--- config.mk ---
export PLATFORM = sky130hd
export DESIGN_NAME = imbr_core
export DESIGN_NICKNAME = d
export VERILOG_FILES = /design/src/logic/imbr_pkg.sv /design/src/logic/imbr_core.sv /design/src/logic/imbr_tick_div.sv
export SDC_FILE = /design/constraint.sdc
export NUM_CORES = 1
export LEC_CHECK = 0
export BUFFER_PORTS_ARGS = -buffer_cell sky130_fd_sc_hd__buf_2
export CAP_MARGIN = 15
export CORE_UTILIZATION = 54
export DETAILED_ROUTE_END_ITERATION = 16
export GPL_TIMING_DRIVEN = 0
export PLACE_DENSITY_LB_ADDON = 0.15
export SKIP_LAST_GASP = 1
export SLEW_MARGIN = 20
export SYNTH_ARGS = -nofsm -noshare
export SYNTH_HDL_FRONTEND = slang
export SYNTH_HIERARCHICAL = 1
export SYNTH_SLANG_ARGS = --single-unit
--- constraint.sdc ---
create_clock -name clk_sys_in -period 1.9 [get_ports clk_sys_in]
set_input_delay 0 -clock clk_sys_in [delete_from_list [all_inputs] [get_ports clk_sys_in]]
set_output_delay 0 -clock clk_sys_in [all_outputs]
set_load 0.02 [all_outputs]
--- src/logic/imbr_pkg.sv ---
// Shared constants and types of the bus-recovery two-wire master.
package imbr_pkg;
   // Timing
   localparam int CLK_PERIOD_NS = 100;
   localparam int SCL_PERIOD_NS = 10000;
   localparam int HALF_CYC = SCL_PERIOD_NS / (2 * CLK_PERIOD_NS);
   localparam logic [5:0] HALF_CNT_MAX = 6'(HALF_CYC - 1);
   localparam logic [5:0] HALF_CNT_ZERO = 6'h00;
   // Byte framing
   localparam logic [3:0] ACK_IDX = 4'h8;
   localparam logic [3:0] DUMMY_CLOCKS = 4'h8;
   localparam logic [3:0] CNT_ZERO = 4'h0;
   localparam logic [3:0] CNT_ONE = 4'h1;
   // Register indices on the plain port
   localparam logic [2:0] A_CTRL = 3'h0;
   localparam logic [2:0] A_CMD = 3'h1;
   localparam logic [2:0] A_TXD = 3'h2;
   localparam logic [2:0] A_RXD = 3'h3;
   localparam logic [2:0] A_STAT = 3'h4;
   localparam logic [2:0] A_IST = 3'h5;
   localparam logic [2:0] A_IMASK = 3'h6;
   // Control bits (bus_control_reg_one / bus_control_reg_two merged)
   localparam int C_ENA = 0;
   localparam int C_SRST = 1;
   localparam int C_SYNC = 2;
   localparam int C_MST = 3;
   localparam int C_TRS = 4;
   localparam int C_RECEIVE_DISABLE = 5;
   localparam int C_ACKBIT = 6;
   localparam int C_ACK_CHECK_ENABLE = 7;
   // Command bits
   localparam int K_START = 0;
   localparam int K_STOP = 1;
   localparam int K_GO = 2;
   // Interrupt status bits
   localparam int I_TRANSMIT_END_FLAG = 0;
   localparam int I_RXF = 1;
   localparam int I_STOP = 2;
   localparam int I_NACK = 3;
   localparam int I_RECOK = 4;
   localparam int I_RECFAIL = 5;
   localparam logic [7:0] RST_BYTE = 8'h00;
   localparam logic [7:0] IST_USED = 8'h3f;
   typedef enum logic [3:0] {
      S_IDLE, S_START_A, S_START_B, S_LO, S_HI, S_EXTRA_LO, S_EXTRA_HI,
      S_STOP_A, S_STOP_B, S_STOP_C, S_REC_LO, S_REC_HI
   } imbr_state_e;
endpackage : imbr_pkg

--- src/logic/imbr_core.sv ---
// Two-wire master with dummy-clock bus recovery and plain register port.
//
// Summary of operation
// - Recovery sends at most eight dummy clocks
// - Dummy clocks only in clocked synchronous format
// - Late receive-disable still halts after the current byte
// - Stop at ninth fall adds one pulse when receiving
// - Disable or soft reset clears busy, stop
// - Stop with ack check still driven
// - Recovery clocks stop once data seen high
//
// Chosen here: the plain strobed port and the register addresses.
`timescale 1ns/1ps
module imbr_core
   import imbr_pkg::*;
(
   input wire logic clk_sys_in, // System clock, 10 MHz
   input wire logic rst_n_in, // Synchronous reset, active low
   input wire logic [2:0] addr_in, // Register index
   input wire logic [7:0] wdata_in, // Write data
   input wire logic wr_in, // Write strobe
   input wire logic rd_in, // Read strobe
   output logic [7:0] rdata_out, // Read data, cycle after strobe
   output logic irq_out, // Level interrupt
   input wire logic scl_in, // Clock line level
   output logic scl_out, // Clock drive value, always low
   output logic scl_oe_out, // Clock line pulled low when high
   input wire logic sda_in, // Data line level
   output logic sda_out, // Data drive value, always low
   output logic sda_oe_out // Data line pulled low when high
);
   imbr_state_e state;
   logic [7:0] ctrl, txd, rx_data_reg, shift, ist, imask;
   logic [3:0] bit_cnt, rec_cnt;
   logic scl_s1, scl_s2, scl_s3, clock_line_monitor;
   logic sda_s1, sda_s2, sda_s3, sda_f;
   logic tick, stop_pend;
   logic rx_full_flag, transmit_end_flag, stop_det, bus_busy_flag;
   logic nack_flag, rec_fail_flag;
   logic ev_rxf, ev_transmit_end_flag, ev_nack, ev_stop, ev_start, ev_recok, ev_recfail;
   logic wr_ctrl, wr_cmd, wr_txd, rd_rxd, soft_clr;
   logic cmd_start, cmd_stop, cmd_go, tx_mode, rec_cond;

   assign wr_ctrl = wr_in && addr_in == A_CTRL;
   assign wr_cmd = wr_in && addr_in == A_CMD;
   assign wr_txd = wr_in && addr_in == A_TXD;
   assign rd_rxd = rd_in && addr_in == A_RXD;
   assign soft_clr = !ctrl[C_ENA] || (wr_ctrl && wdata_in[C_SRST]);
   assign cmd_start = wr_cmd && wdata_in[K_START];
   assign cmd_stop = wr_cmd && wdata_in[K_STOP];
   assign cmd_go = wr_cmd && wdata_in[K_GO];
   assign tx_mode = ctrl[C_TRS];
   assign rec_cond = ctrl[C_SYNC] && ctrl[C_MST] && !ctrl[C_TRS];

   // Pull-down value for the bit at idx; ack slot drives from ack value when receiving, released when sending
   function automatic logic bit_drive(input logic [3:0] idx,
                                      input logic tx,
                                      input logic b7,
                                      input logic ackv);
      if (idx == ACK_IDX)
         bit_drive = tx ? 1'b0 : !ackv;
      else
         bit_drive = tx ? !b7 : 1'b0;
   endfunction : bit_drive

   imbr_tick_div u_div (
      .clk_sys_in(clk_sys_in),
      .rst_n_in(rst_n_in),
      .run_in(state != S_IDLE),
      .tick_out(tick)
   );

   // Pin synchronisers: a change counts once stages two and three agree
   always_ff @(posedge clk_sys_in) begin
      if (!rst_n_in) begin
         {scl_s1, scl_s2, scl_s3, clock_line_monitor} <= 4'hf;
         {sda_s1, sda_s2, sda_s3, sda_f} <= 4'hf;
      end else begin
         scl_s1 <= scl_in;
         scl_s2 <= scl_s1;
         scl_s3 <= scl_s2;
         sda_s1 <= sda_in;
         sda_s2 <= sda_s1;
         sda_s3 <= sda_s2;
         if (scl_s2 == scl_s3)
            clock_line_monitor <= scl_s3;
         if (sda_s2 == sda_s3)
            sda_f <= sda_s3;
      end
   end

   // Control register; soft-reset bit is a strobe and is not stored
   always_ff @(posedge clk_sys_in) begin
      if (!rst_n_in) begin
         ctrl <= RST_BYTE;
         txd <= RST_BYTE;
         imask <= RST_BYTE;
      end else begin
         if (wr_ctrl) begin
            ctrl <= wdata_in;
            ctrl[C_SRST] <= 1'b0;
         end else if (ev_recok || ev_recfail) begin
            ctrl[C_SYNC] <= 1'b0;
         end
         if (wr_txd)
            txd <= wdata_in;
         if (wr_in && addr_in == A_IMASK)
            imask <= wdata_in & IST_USED;
      end
   end

   // Serial engine; every state but S_IDLE lasts one half-bit tick
   always_ff @(posedge clk_sys_in) begin
      if (!rst_n_in || soft_clr) begin
         state <= S_IDLE;
         scl_oe_out <= 1'b0;
         sda_oe_out <= 1'b0;
         bit_cnt <= CNT_ZERO;
         rec_cnt <= CNT_ZERO;
         shift <= RST_BYTE;
         rx_data_reg <= RST_BYTE;
         stop_pend <= 1'b0;
         {ev_rxf, ev_transmit_end_flag, ev_nack, ev_stop} <= 4'h0;
         {ev_start, ev_recok, ev_recfail} <= 3'h0;
      end else begin
         {ev_rxf, ev_transmit_end_flag, ev_nack, ev_stop} <= 4'h0;
         {ev_start, ev_recok, ev_recfail} <= 3'h0;
         if (cmd_stop)
            stop_pend <= 1'b1;
         unique case (state)
            S_IDLE: begin
               if ((stop_pend || cmd_stop) && bus_busy_flag) begin
                  // Ack check on or off, the stop is always driven
                  state <= S_STOP_A;
                  scl_oe_out <= 1'b1;
                  sda_oe_out <= 1'b1;
               end else if (rec_cond) begin
                  // Clocks start as soon as sync master receive is set
                  state <= S_REC_LO;
                  scl_oe_out <= 1'b1;
                  sda_oe_out <= 1'b0;
                  rec_cnt <= CNT_ZERO;
               end else if (cmd_start && !bus_busy_flag && ctrl[C_MST]) begin
                  state <= S_START_A;
                  scl_oe_out <= 1'b0;
                  sda_oe_out <= 1'b1;
               end else if (bus_busy_flag && wr_txd && tx_mode) begin
                  state <= S_LO;
                  bit_cnt <= CNT_ZERO;
                  shift <= wdata_in;
                  sda_oe_out <= bit_drive(CNT_ZERO, 1'b1, wdata_in[7],
                                          1'b0);
               end else if (bus_busy_flag && cmd_go && !tx_mode) begin
                  state <= S_LO;
                  bit_cnt <= CNT_ZERO;
                  sda_oe_out <= 1'b0;
               end
            end
            S_START_A: if (tick) begin
               state <= S_START_B;
               scl_oe_out <= 1'b1;
               ev_start <= 1'b1;
            end
            S_START_B: if (tick) state <= S_IDLE;
            S_LO: if (tick) begin
               state <= S_HI;
               scl_oe_out <= 1'b0;
            end
            S_HI: if (tick) begin
               scl_oe_out <= 1'b1;
               if (bit_cnt == ACK_IDX) begin
                  sda_oe_out <= 1'b0;
                  if (tx_mode) begin
                     ev_transmit_end_flag <= 1'b1;
                     ev_nack <= sda_f;
                     state <= S_IDLE;
                  end else begin
                     ev_rxf <= 1'b1;
                     rx_data_reg <= shift;
                     if (cmd_stop)
                        state <= S_EXTRA_LO;
                     else if (!ctrl[C_RECEIVE_DISABLE] && !stop_pend) begin
                        state <= S_LO;
                        bit_cnt <= CNT_ZERO;
                     end else
                        state <= S_IDLE;
                  end
               end else begin
                  state <= S_LO;
                  bit_cnt <= bit_cnt + CNT_ONE;
                  shift <= {shift[6:0], sda_f};
                  sda_oe_out <= bit_drive(bit_cnt + CNT_ONE, tx_mode,
                                          shift[6], ctrl[C_ACKBIT]);
               end
            end
            // One surplus pulse when stop meets the ninth fall while receiving
            S_EXTRA_LO: if (tick) begin
               state <= S_EXTRA_HI;
               scl_oe_out <= 1'b0;
            end
            S_EXTRA_HI: if (tick) begin
               state <= S_IDLE;
               scl_oe_out <= 1'b1;
            end
            S_STOP_A: if (tick) begin
               state <= S_STOP_B;
               scl_oe_out <= 1'b0;
               stop_pend <= 1'b0;
            end
            S_STOP_B: if (tick) begin
               state <= S_STOP_C;
               sda_oe_out <= 1'b0;
               ev_stop <= 1'b1;
            end
            S_STOP_C: if (tick) state <= S_IDLE;
            S_REC_LO: if (tick) begin
               state <= S_REC_HI;
               scl_oe_out <= 1'b0;
               rec_cnt <= rec_cnt + CNT_ONE;
            end
            S_REC_HI: if (tick) begin
               scl_oe_out <= 1'b1;
               if (sda_f || rec_cnt == DUMMY_CLOCKS) begin
                  // Back to two-wire format, finish with a stop
                  state <= S_STOP_A;
                  sda_oe_out <= 1'b1;
                  ev_recok <= sda_f;
                  ev_recfail <= !sda_f;
               end else
                  state <= S_REC_LO;
            end
         endcase
      end
   end

   // Status flags; hardware set wins over a same-cycle clear
   always_ff @(posedge clk_sys_in) begin
      if (!rst_n_in) begin
         {rx_full_flag, transmit_end_flag, nack_flag} <= 3'h0;
         {stop_det, bus_busy_flag, rec_fail_flag} <= 3'h0;
      end else if (soft_clr) begin
         // Defined instead of undefined: busy and stop both drop
         bus_busy_flag <= 1'b0;
         stop_det <= 1'b0;
         rx_full_flag <= 1'b0;
         transmit_end_flag <= 1'b0;
         nack_flag <= 1'b0;
      end else begin
         rx_full_flag <= ev_rxf || (rx_full_flag && !rd_rxd);
         transmit_end_flag <= ev_transmit_end_flag || (transmit_end_flag && !wr_txd);
         nack_flag <= (ev_transmit_end_flag && ev_nack) || (nack_flag && !wr_txd);
         stop_det <= ev_stop || (stop_det && !cmd_start);
         bus_busy_flag <= ev_start || (bus_busy_flag && !ev_stop);
         rec_fail_flag <= ev_recfail || (rec_fail_flag && !ev_recok);
      end
   end

   // Interrupt status, write one to clear, set wins
   always_ff @(posedge clk_sys_in) begin
      if (!rst_n_in) begin
         ist <= RST_BYTE;
         irq_out <= 1'b0;
      end else begin
         ist[I_TRANSMIT_END_FLAG] <= ev_transmit_end_flag;
         ist[I_RXF] <= ev_rxf;
         ist[I_STOP] <= ev_stop;
         ist[I_NACK] <= ev_transmit_end_flag && ev_nack;
         ist[I_RECOK] <= ev_recok;
         ist[I_RECFAIL] <= ev_recfail;
         for (int i = I_TRANSMIT_END_FLAG; i <= I_RECFAIL; i++) begin
            if (ist[i] && !(wr_in && addr_in == A_IST && wdata_in[i]))
               ist[i] <= 1'b1;
         end
         irq_out <= |(ist & imask);
      end
   end

   // Read port; data stand one cycle only
   always_ff @(posedge clk_sys_in) begin
      if (!rst_n_in || !rd_in) begin
         rdata_out <= RST_BYTE;
      end else begin
         unique case (addr_in)
            A_CTRL: rdata_out <= ctrl;
            A_TXD: rdata_out <= txd;
            A_RXD: rdata_out <= rx_data_reg;
            A_STAT: rdata_out <= {rec_fail_flag, nack_flag, sda_f,
                                  clock_line_monitor, bus_busy_flag,
                                  stop_det, transmit_end_flag,
                                  rx_full_flag};
            A_IST: rdata_out <= ist;
            A_IMASK: rdata_out <= imask;
            default: rdata_out <= RST_BYTE;
         endcase
      end
   end

   always_ff @(posedge clk_sys_in) begin
      scl_out <= 1'b0;
      sda_out <= 1'b0;
   end
endmodule : imbr_core

--- src/logic/imbr_tick_div.sv ---
// Half-bit tick divider for the serial clock phases.
`timescale 1ns/1ps
module imbr_tick_div
   import imbr_pkg::*;
(
   input wire logic clk_sys_in, // System clock
   input wire logic rst_n_in, // Synchronous reset, active low
   input wire logic run_in, // Count while high, restart when low
   output logic tick_out // One-cycle pulse each half bit
);
   logic [5:0] cnt;

   always_ff @(posedge clk_sys_in) begin
      if (!rst_n_in || !run_in) begin
         cnt <= HALF_CNT_ZERO;
         tick_out <= 1'b0;
      end else if (cnt == HALF_CNT_MAX) begin
         cnt <= HALF_CNT_ZERO;
         tick_out <= 1'b1;
      end else begin
         cnt <= cnt + 6'h01;
         tick_out <= 1'b0;
      end
   end
endmodule : imbr_tick_div

# ---- Yosys cells after proc, flatten, opt, wreduce, memory -nomap -nowiden
# Index checks and enable logic that the tools add are counted.
dict set report op_classes {
  addsub 3
  n_eq_ne 47
  muxes 77
  bitwise_logic 10
  reduce_logical 101
}
# operator count
set op_table {}
lappend op_table {{4-bit 2-to-1 mux} 29}
lappend op_table {{8-bit 2-to-1 mux} 6}
lappend op_table {{8-bit one-hot mux with 6 select lines} 1}
lappend op_table {{4-bit one-hot mux with 10 select lines} 1}
lappend op_table {{1-bit logical AND} 39}
lappend op_table {{1-bit 2-to-1 mux} 32}
lappend op_table {{4-bit == test (second input constant)} 7}
lappend op_table {{1-bit logical NOT} 23}
lappend op_table {{2-bit by 1-bit inequality test with 1-bit output (second input constant)} 11}
lappend op_table {{4-bit by 3-bit == test with 1-bit output (second input constant)} 4}
lappend op_table {{4-bit one-hot mux with 2 select lines} 2}
lappend op_table {{8-bit one-hot mux with 2 select lines} 1}
lappend op_table {{4-bit OR reduction} 4}
lappend op_table {{2-bit inequality test (second input constant)} 7}
lappend op_table {{1-bit logical OR} 13}
lappend op_table {{3-bit inequality test (second input constant)} 4}
lappend op_table {{4-bit AND reduction} 3}
lappend op_table {{10-bit AND reduction} 1}
lappend op_table {{3-bit == test (second input constant)} 3}
lappend op_table {{1-bit NOT} 9}
lappend op_table {{9-bit AND reduction} 1}
lappend op_table {{4-bit by 1-bit adder with 4-bit output (second input constant)} 2}
lappend op_table {{4-bit by 2-bit == test with 1-bit output (second input constant)} 2}
lappend op_table {{4-bit nonzero test} 2}
lappend op_table {{23 further kinds} 31}
dict set report totals {
  register_bits 95
  output_inout_bits 13
  word_cells 276
}

# ---- Depth between registers and ports, before layout
dict set report logic_depth {
  word_depth 11
  mapped_depth 9
}

# ---- Hierarchy
# Netlist, hierarchy kept.
# module instances cells_each area_per_inst_um2 seq_area_each_um2
set by_module_without_submodules {}
lappend by_module_without_submodules {imbr_core 1 504 4186.5 1761.7}
lappend by_module_without_submodules {imbr_tick_div 1 28 277.8 140.1}

# ---- Least setup slack after synthesis
# No wires, ideal clock.
dict set report synth_timing {
  path_type {reg2reg}
  from {register state[0]}
  to {register shift[6]}
  setup_ps 88
  arrival_ps 1871
  required_time_ps 1812
  setup_slack_ps -59
  stages_incl_launch_ff 9
  path_buffers 2
  cell_sequence {dfxtp_1 -> buf_6 -> or3_4 -> a211oi_2 -> o22ai_2 -> a211oi_4 -> buf_6 -> nor2_1 -> a311oi_2}
}
dict set report synth_between {
  elab_chain_len 3
}
# element line_no
set synth_rtl {}
lappend synth_rtl {{start: declaration} imbr_core.sv:32} ;# imbr_state_e state;
lappend synth_rtl {{start signal: assignment} imbr_core.sv:115} ;# state <= S_IDLE;
lappend synth_rtl {{start signal: assignment} imbr_core.sv:134} ;# state <= S_STOP_A;
lappend synth_rtl {{start signal: assignment} imbr_core.sv:139} ;# state <= S_REC_LO;
lappend synth_rtl {{4-bit by 3-bit == test with 1-bit output or 4-bit logical NOT (tied branches)} imbr_core.sv:130} ;# unique case (state)
lappend synth_rtl {{2-bit inequality test (no source line) (tied with other cells)} -}
lappend synth_rtl {{7-bit AND reduction (no source line)} -}
lappend synth_rtl {{end signal: assignment} imbr_core.sv:150} ;# shift <= wdata_in;
lappend synth_rtl {{end signal: assignment} imbr_core.sv:191} ;# shift <= {shift[6:0], sda_f};
lappend synth_rtl {{end: declaration} imbr_core.sv:33} ;# logic [7:0] ctrl, txd, rx_data_reg, shift, ist, imask;
# Parallel ways exist; a longest one is shown, timed or not.
# A chain may end at the register's enable or synchronous reset.

# ---- Worst setup path in the final report
dict set report layout_timing {
  from {register state[0]}
  to {register shift[5]}
}
# The elaborated chain is that of the path after synthesis.

==> results.py <==
metrics = {
    "clocking": {
        "cts_buffer_depth": 2,
        "cts_tree": "yes",
        "htree_num_levels": 3,
        "clkTransAtPathRegs_ps": 100,
        "cts.root.buffer_cell": "sky130_fd_sc_hd__clkbuf_8",
        "clock_latency_ps": 380,
        "tritoncts_buffers": 9,
        "tritoncts_num_sinks": 95,
    },
    "synth": {
        "synth_largest_area_cell": "sky130_fd_sc_hd__dfxtp_1",
        "ys_seq_area_share_pct": 42.6,
        "synth_top_area_cells": "sky130_fd_sc_hd__dfxtp_1 43%, sky130_fd_sc_hd__nand2_1 6.6%, sky130_fd_sc_hd__nor2_1 5.8%",
        "synthMostInstantiatedCell": "sky130_fd_sc_hd__dfxtp_1",
        "synth.cells.most_frequent": "95 x sky130_fd_sc_hd__dfxtp_1, 78 x sky130_fd_sc_hd__nand2_1, 69 x sky130_fd_sc_hd__nor2_1",
        "synth_ff_type": "sky130_fd_sc_hd__dfxtp_1",
        "netlist_area_um2": 4460,
        "yosys_register_bits": 95,
        "synth-edff-count": 0,
        "synth_warnings": 6,
        "syn_inst": 532,
        "netlist-cell-type-count": 67,
        "avgSynthCellArea_um2": 8.39,
        "synth_top_cell_area_share_pct": 42.6,
        "async_reset_ff_share_pct": 0,
    },
    "sta": {
        "timing.final.crit_share_pct": 109,
        "slew_headroom_pct": 53.3,
        "fin_worst_skew_ps": 16.0,
        "final-hold-violation-count": 0,
        "setup_violations": 18,
        "tightestPinTransition_ps": 696,
        "finalWorstSetupSlack_ps": -165,
        "tns_ps": -1410,
        "setup_repair_after_global_routing_missed_its_margin": "true",
        "maxClockFrequency_mhz": 484,
        "finalCriticalPeriod_ps": 2070,
        "finalMaxSlewViolations": 0,
    },
    "global_route": {
        "pin_count_of_the_biggest_net_entering_global_routing": 19,
        "globalRouteTotalUtil_pct": 29.5,
        "grt_antenna_before_repair": 0,
        "via_count_of_the_first_global_routing_pass": 3835,
        "grt_pass1_wl_mm": 19.8,
        "globalRoute.totalOverflow": 0,
    },
    "routing": {
        "wl_mm": 12.4,
        "detail_route.iter0.violations": 377,
        "ant_nets": 0,
        "via_total_after_detailed_routing": 4248,
        "wl_per_cell_um": 17.8,
        "first_pass_iters": 5,
        "drc": 0,
        "vias_per_inst": 6.13,
    },
    "floorplanning": {
        "floorplan.die_area_um2": 8640,
        "fp.dieH_um": 92.9,
        "initial_core_util_pct": 56.9,
        "placementRows": 32,
        "coreArea_um2": 7850,
        "die_width_um": 92.9,
        "floorplan.io_pins": 30,
    },
    "placement": {
        "buffer_ports.inserted": 25,
        "post_dp_cell_area_um2": 4720,
        "place_worst_setup_slack_ps": -387,
        "gp_congestion": 0.971,
        "detailedPlacementHpwl_mm": 8.33,
    },
    "layout": {
        "area_growth_pct": 17.7,
        "finalNetCount": 609,
        "finalCoreUtilization_pct": 67.0,
        "layout-drive-gt1-share_pct": 18.8,
        "final.fill_count": 694,
        "final_design_area_no_fill_um2": 5260,
        "antenna_cells": 0,
    },
    "setup_path": {
        "path_class": "flip-flop to flip-flop",
        "arrival_ps": 2350,
        "crit_path_max_fanout": 5,
        "startpoint_type": "flip-flop",
        "worst_setup_end_kind": "flip-flop",
        "cp.required_ps": 2180,
        "regToRegSetupSlack_ps": -170,
    },
    "outcome": {
        "status": "complete, but fails checks",
        "failed_checks": "setup timing",
    },
    "power": {
        "total_power_w": 0.00356,
        "power.density_cell_area_nw_per_um2": 677,
        "leakagePower_nw": 1.90,
        "peakVddDrop_mv": 0.513,
    },
    "hold_path": {
        "worstHoldPathType": "primary input to flip-flop",
    },
    "flow_run": {
        "maxCapViolations": 0,
    },
}
stage by stage:
step                hold WS, ps  cells
finish                      124    693
global route                140    693
CTS                         100    691
detailed placement          184    660
global placement            183    660
floorplan                   101    533
power breakdown:
part           leakage [nW]  switching, W  internal, W
logic                  1.04      0.000137    0.0000774
clock network        0.0989      0.000819     0.000508
registers             0.770    0.00000994      0.00201
total                  1.90      0.000966      0.00259
final timing paths:
path,start,endpoint,cells past startpoint
worst min register to register,sda_s1,sda_s2,1
worst max register to register,state[0],shift[5],8
worst min-delay path,addr_in[0],rdata_out[7],4
worst max-delay path,state[0],shift[5],8
per-layer routing:
layer | GRT usage [%] | vias to the layer above | wire (um) | part of all wire (%)
li1 | - | 1987 | - | -
met1 | 39.5 | 2012 | 5450 | 44
met2 | 45.8 | 209 | 5570 | 45
met3 | 5.67 | 40 | 902 | 7.3
met4 | 13.6 | 0 | 441 | 3.6
met5 | 0 | - | 0 | 0
critical path, stage by stage, from the launching register on:
cell                       delay, ps
sky130_fd_sc_hd__dfxtp_2         340
sky130_fd_sc_hd__buf_8           120
sky130_fd_sc_hd__or3_4           340
sky130_fd_sc_hd__a211oi_2        170
sky130_fd_sc_hd__o22ai_2         160
sky130_fd_sc_hd__a211oi_4        380
sky130_fd_sc_hd__buf_4           190
sky130_fd_sc_hd__nor2_2           30
sky130_fd_sc_hd__a311oi_1        240
logic make-up after synthesis:
kind of cell | synth area share (%)
multiplexers | 6.19
AND/OR/NAND/NOR | 23.5
buffers and inverters | 4.76
flip-flops | 42.6
AO/OA/AOI/OAI | 20.2
adder cells (fa/ha/maj) | 1.91
XOR/XNOR | 0.785
other | 0.0840
what timing repair did:
action	CTS	global route
pin swaps	4	9
endpoints found under the hold margin	32	0
gates resized for setup	20	26
hold buffers	11	0
endpoints found under the setup margin	32	37
buffers inserted	6	2
cloned	1	1
layout make-up:
type / instances / area (um^2) / share of cell area [%]
plain buffers: 30 / 161 / 3.07
clock buffers: 9 / 124 / 2.36
clock inverters: 7 / 67.6 / 1.29
inverters: 14 / 52.6 / 1.00
multi-input cells: 390 / 2500 / 47.5
flip-flops and latches: 95 / 1910 / 36.3
well taps: 102 / 128 / 2.43
repair buffers: 46 / 315 / 6.00
layout by cell type (no fill, tap or decap), drive strengths merged, types with 9 or more instances in the layout:
cell / instances
nand3: 11
inv: 17
o21ai: 14
mux2i: 22
a31oi: 9
dlygate4sd3: 11
buf: 46
nor2: 70
a311oi: 11
a211oi: 12
dfxtp: 95
nand2b: 11
clkbuf: 27
a21oi: 51
nand2: 78
Note: power is estimated with default switching activity, not from simulation.
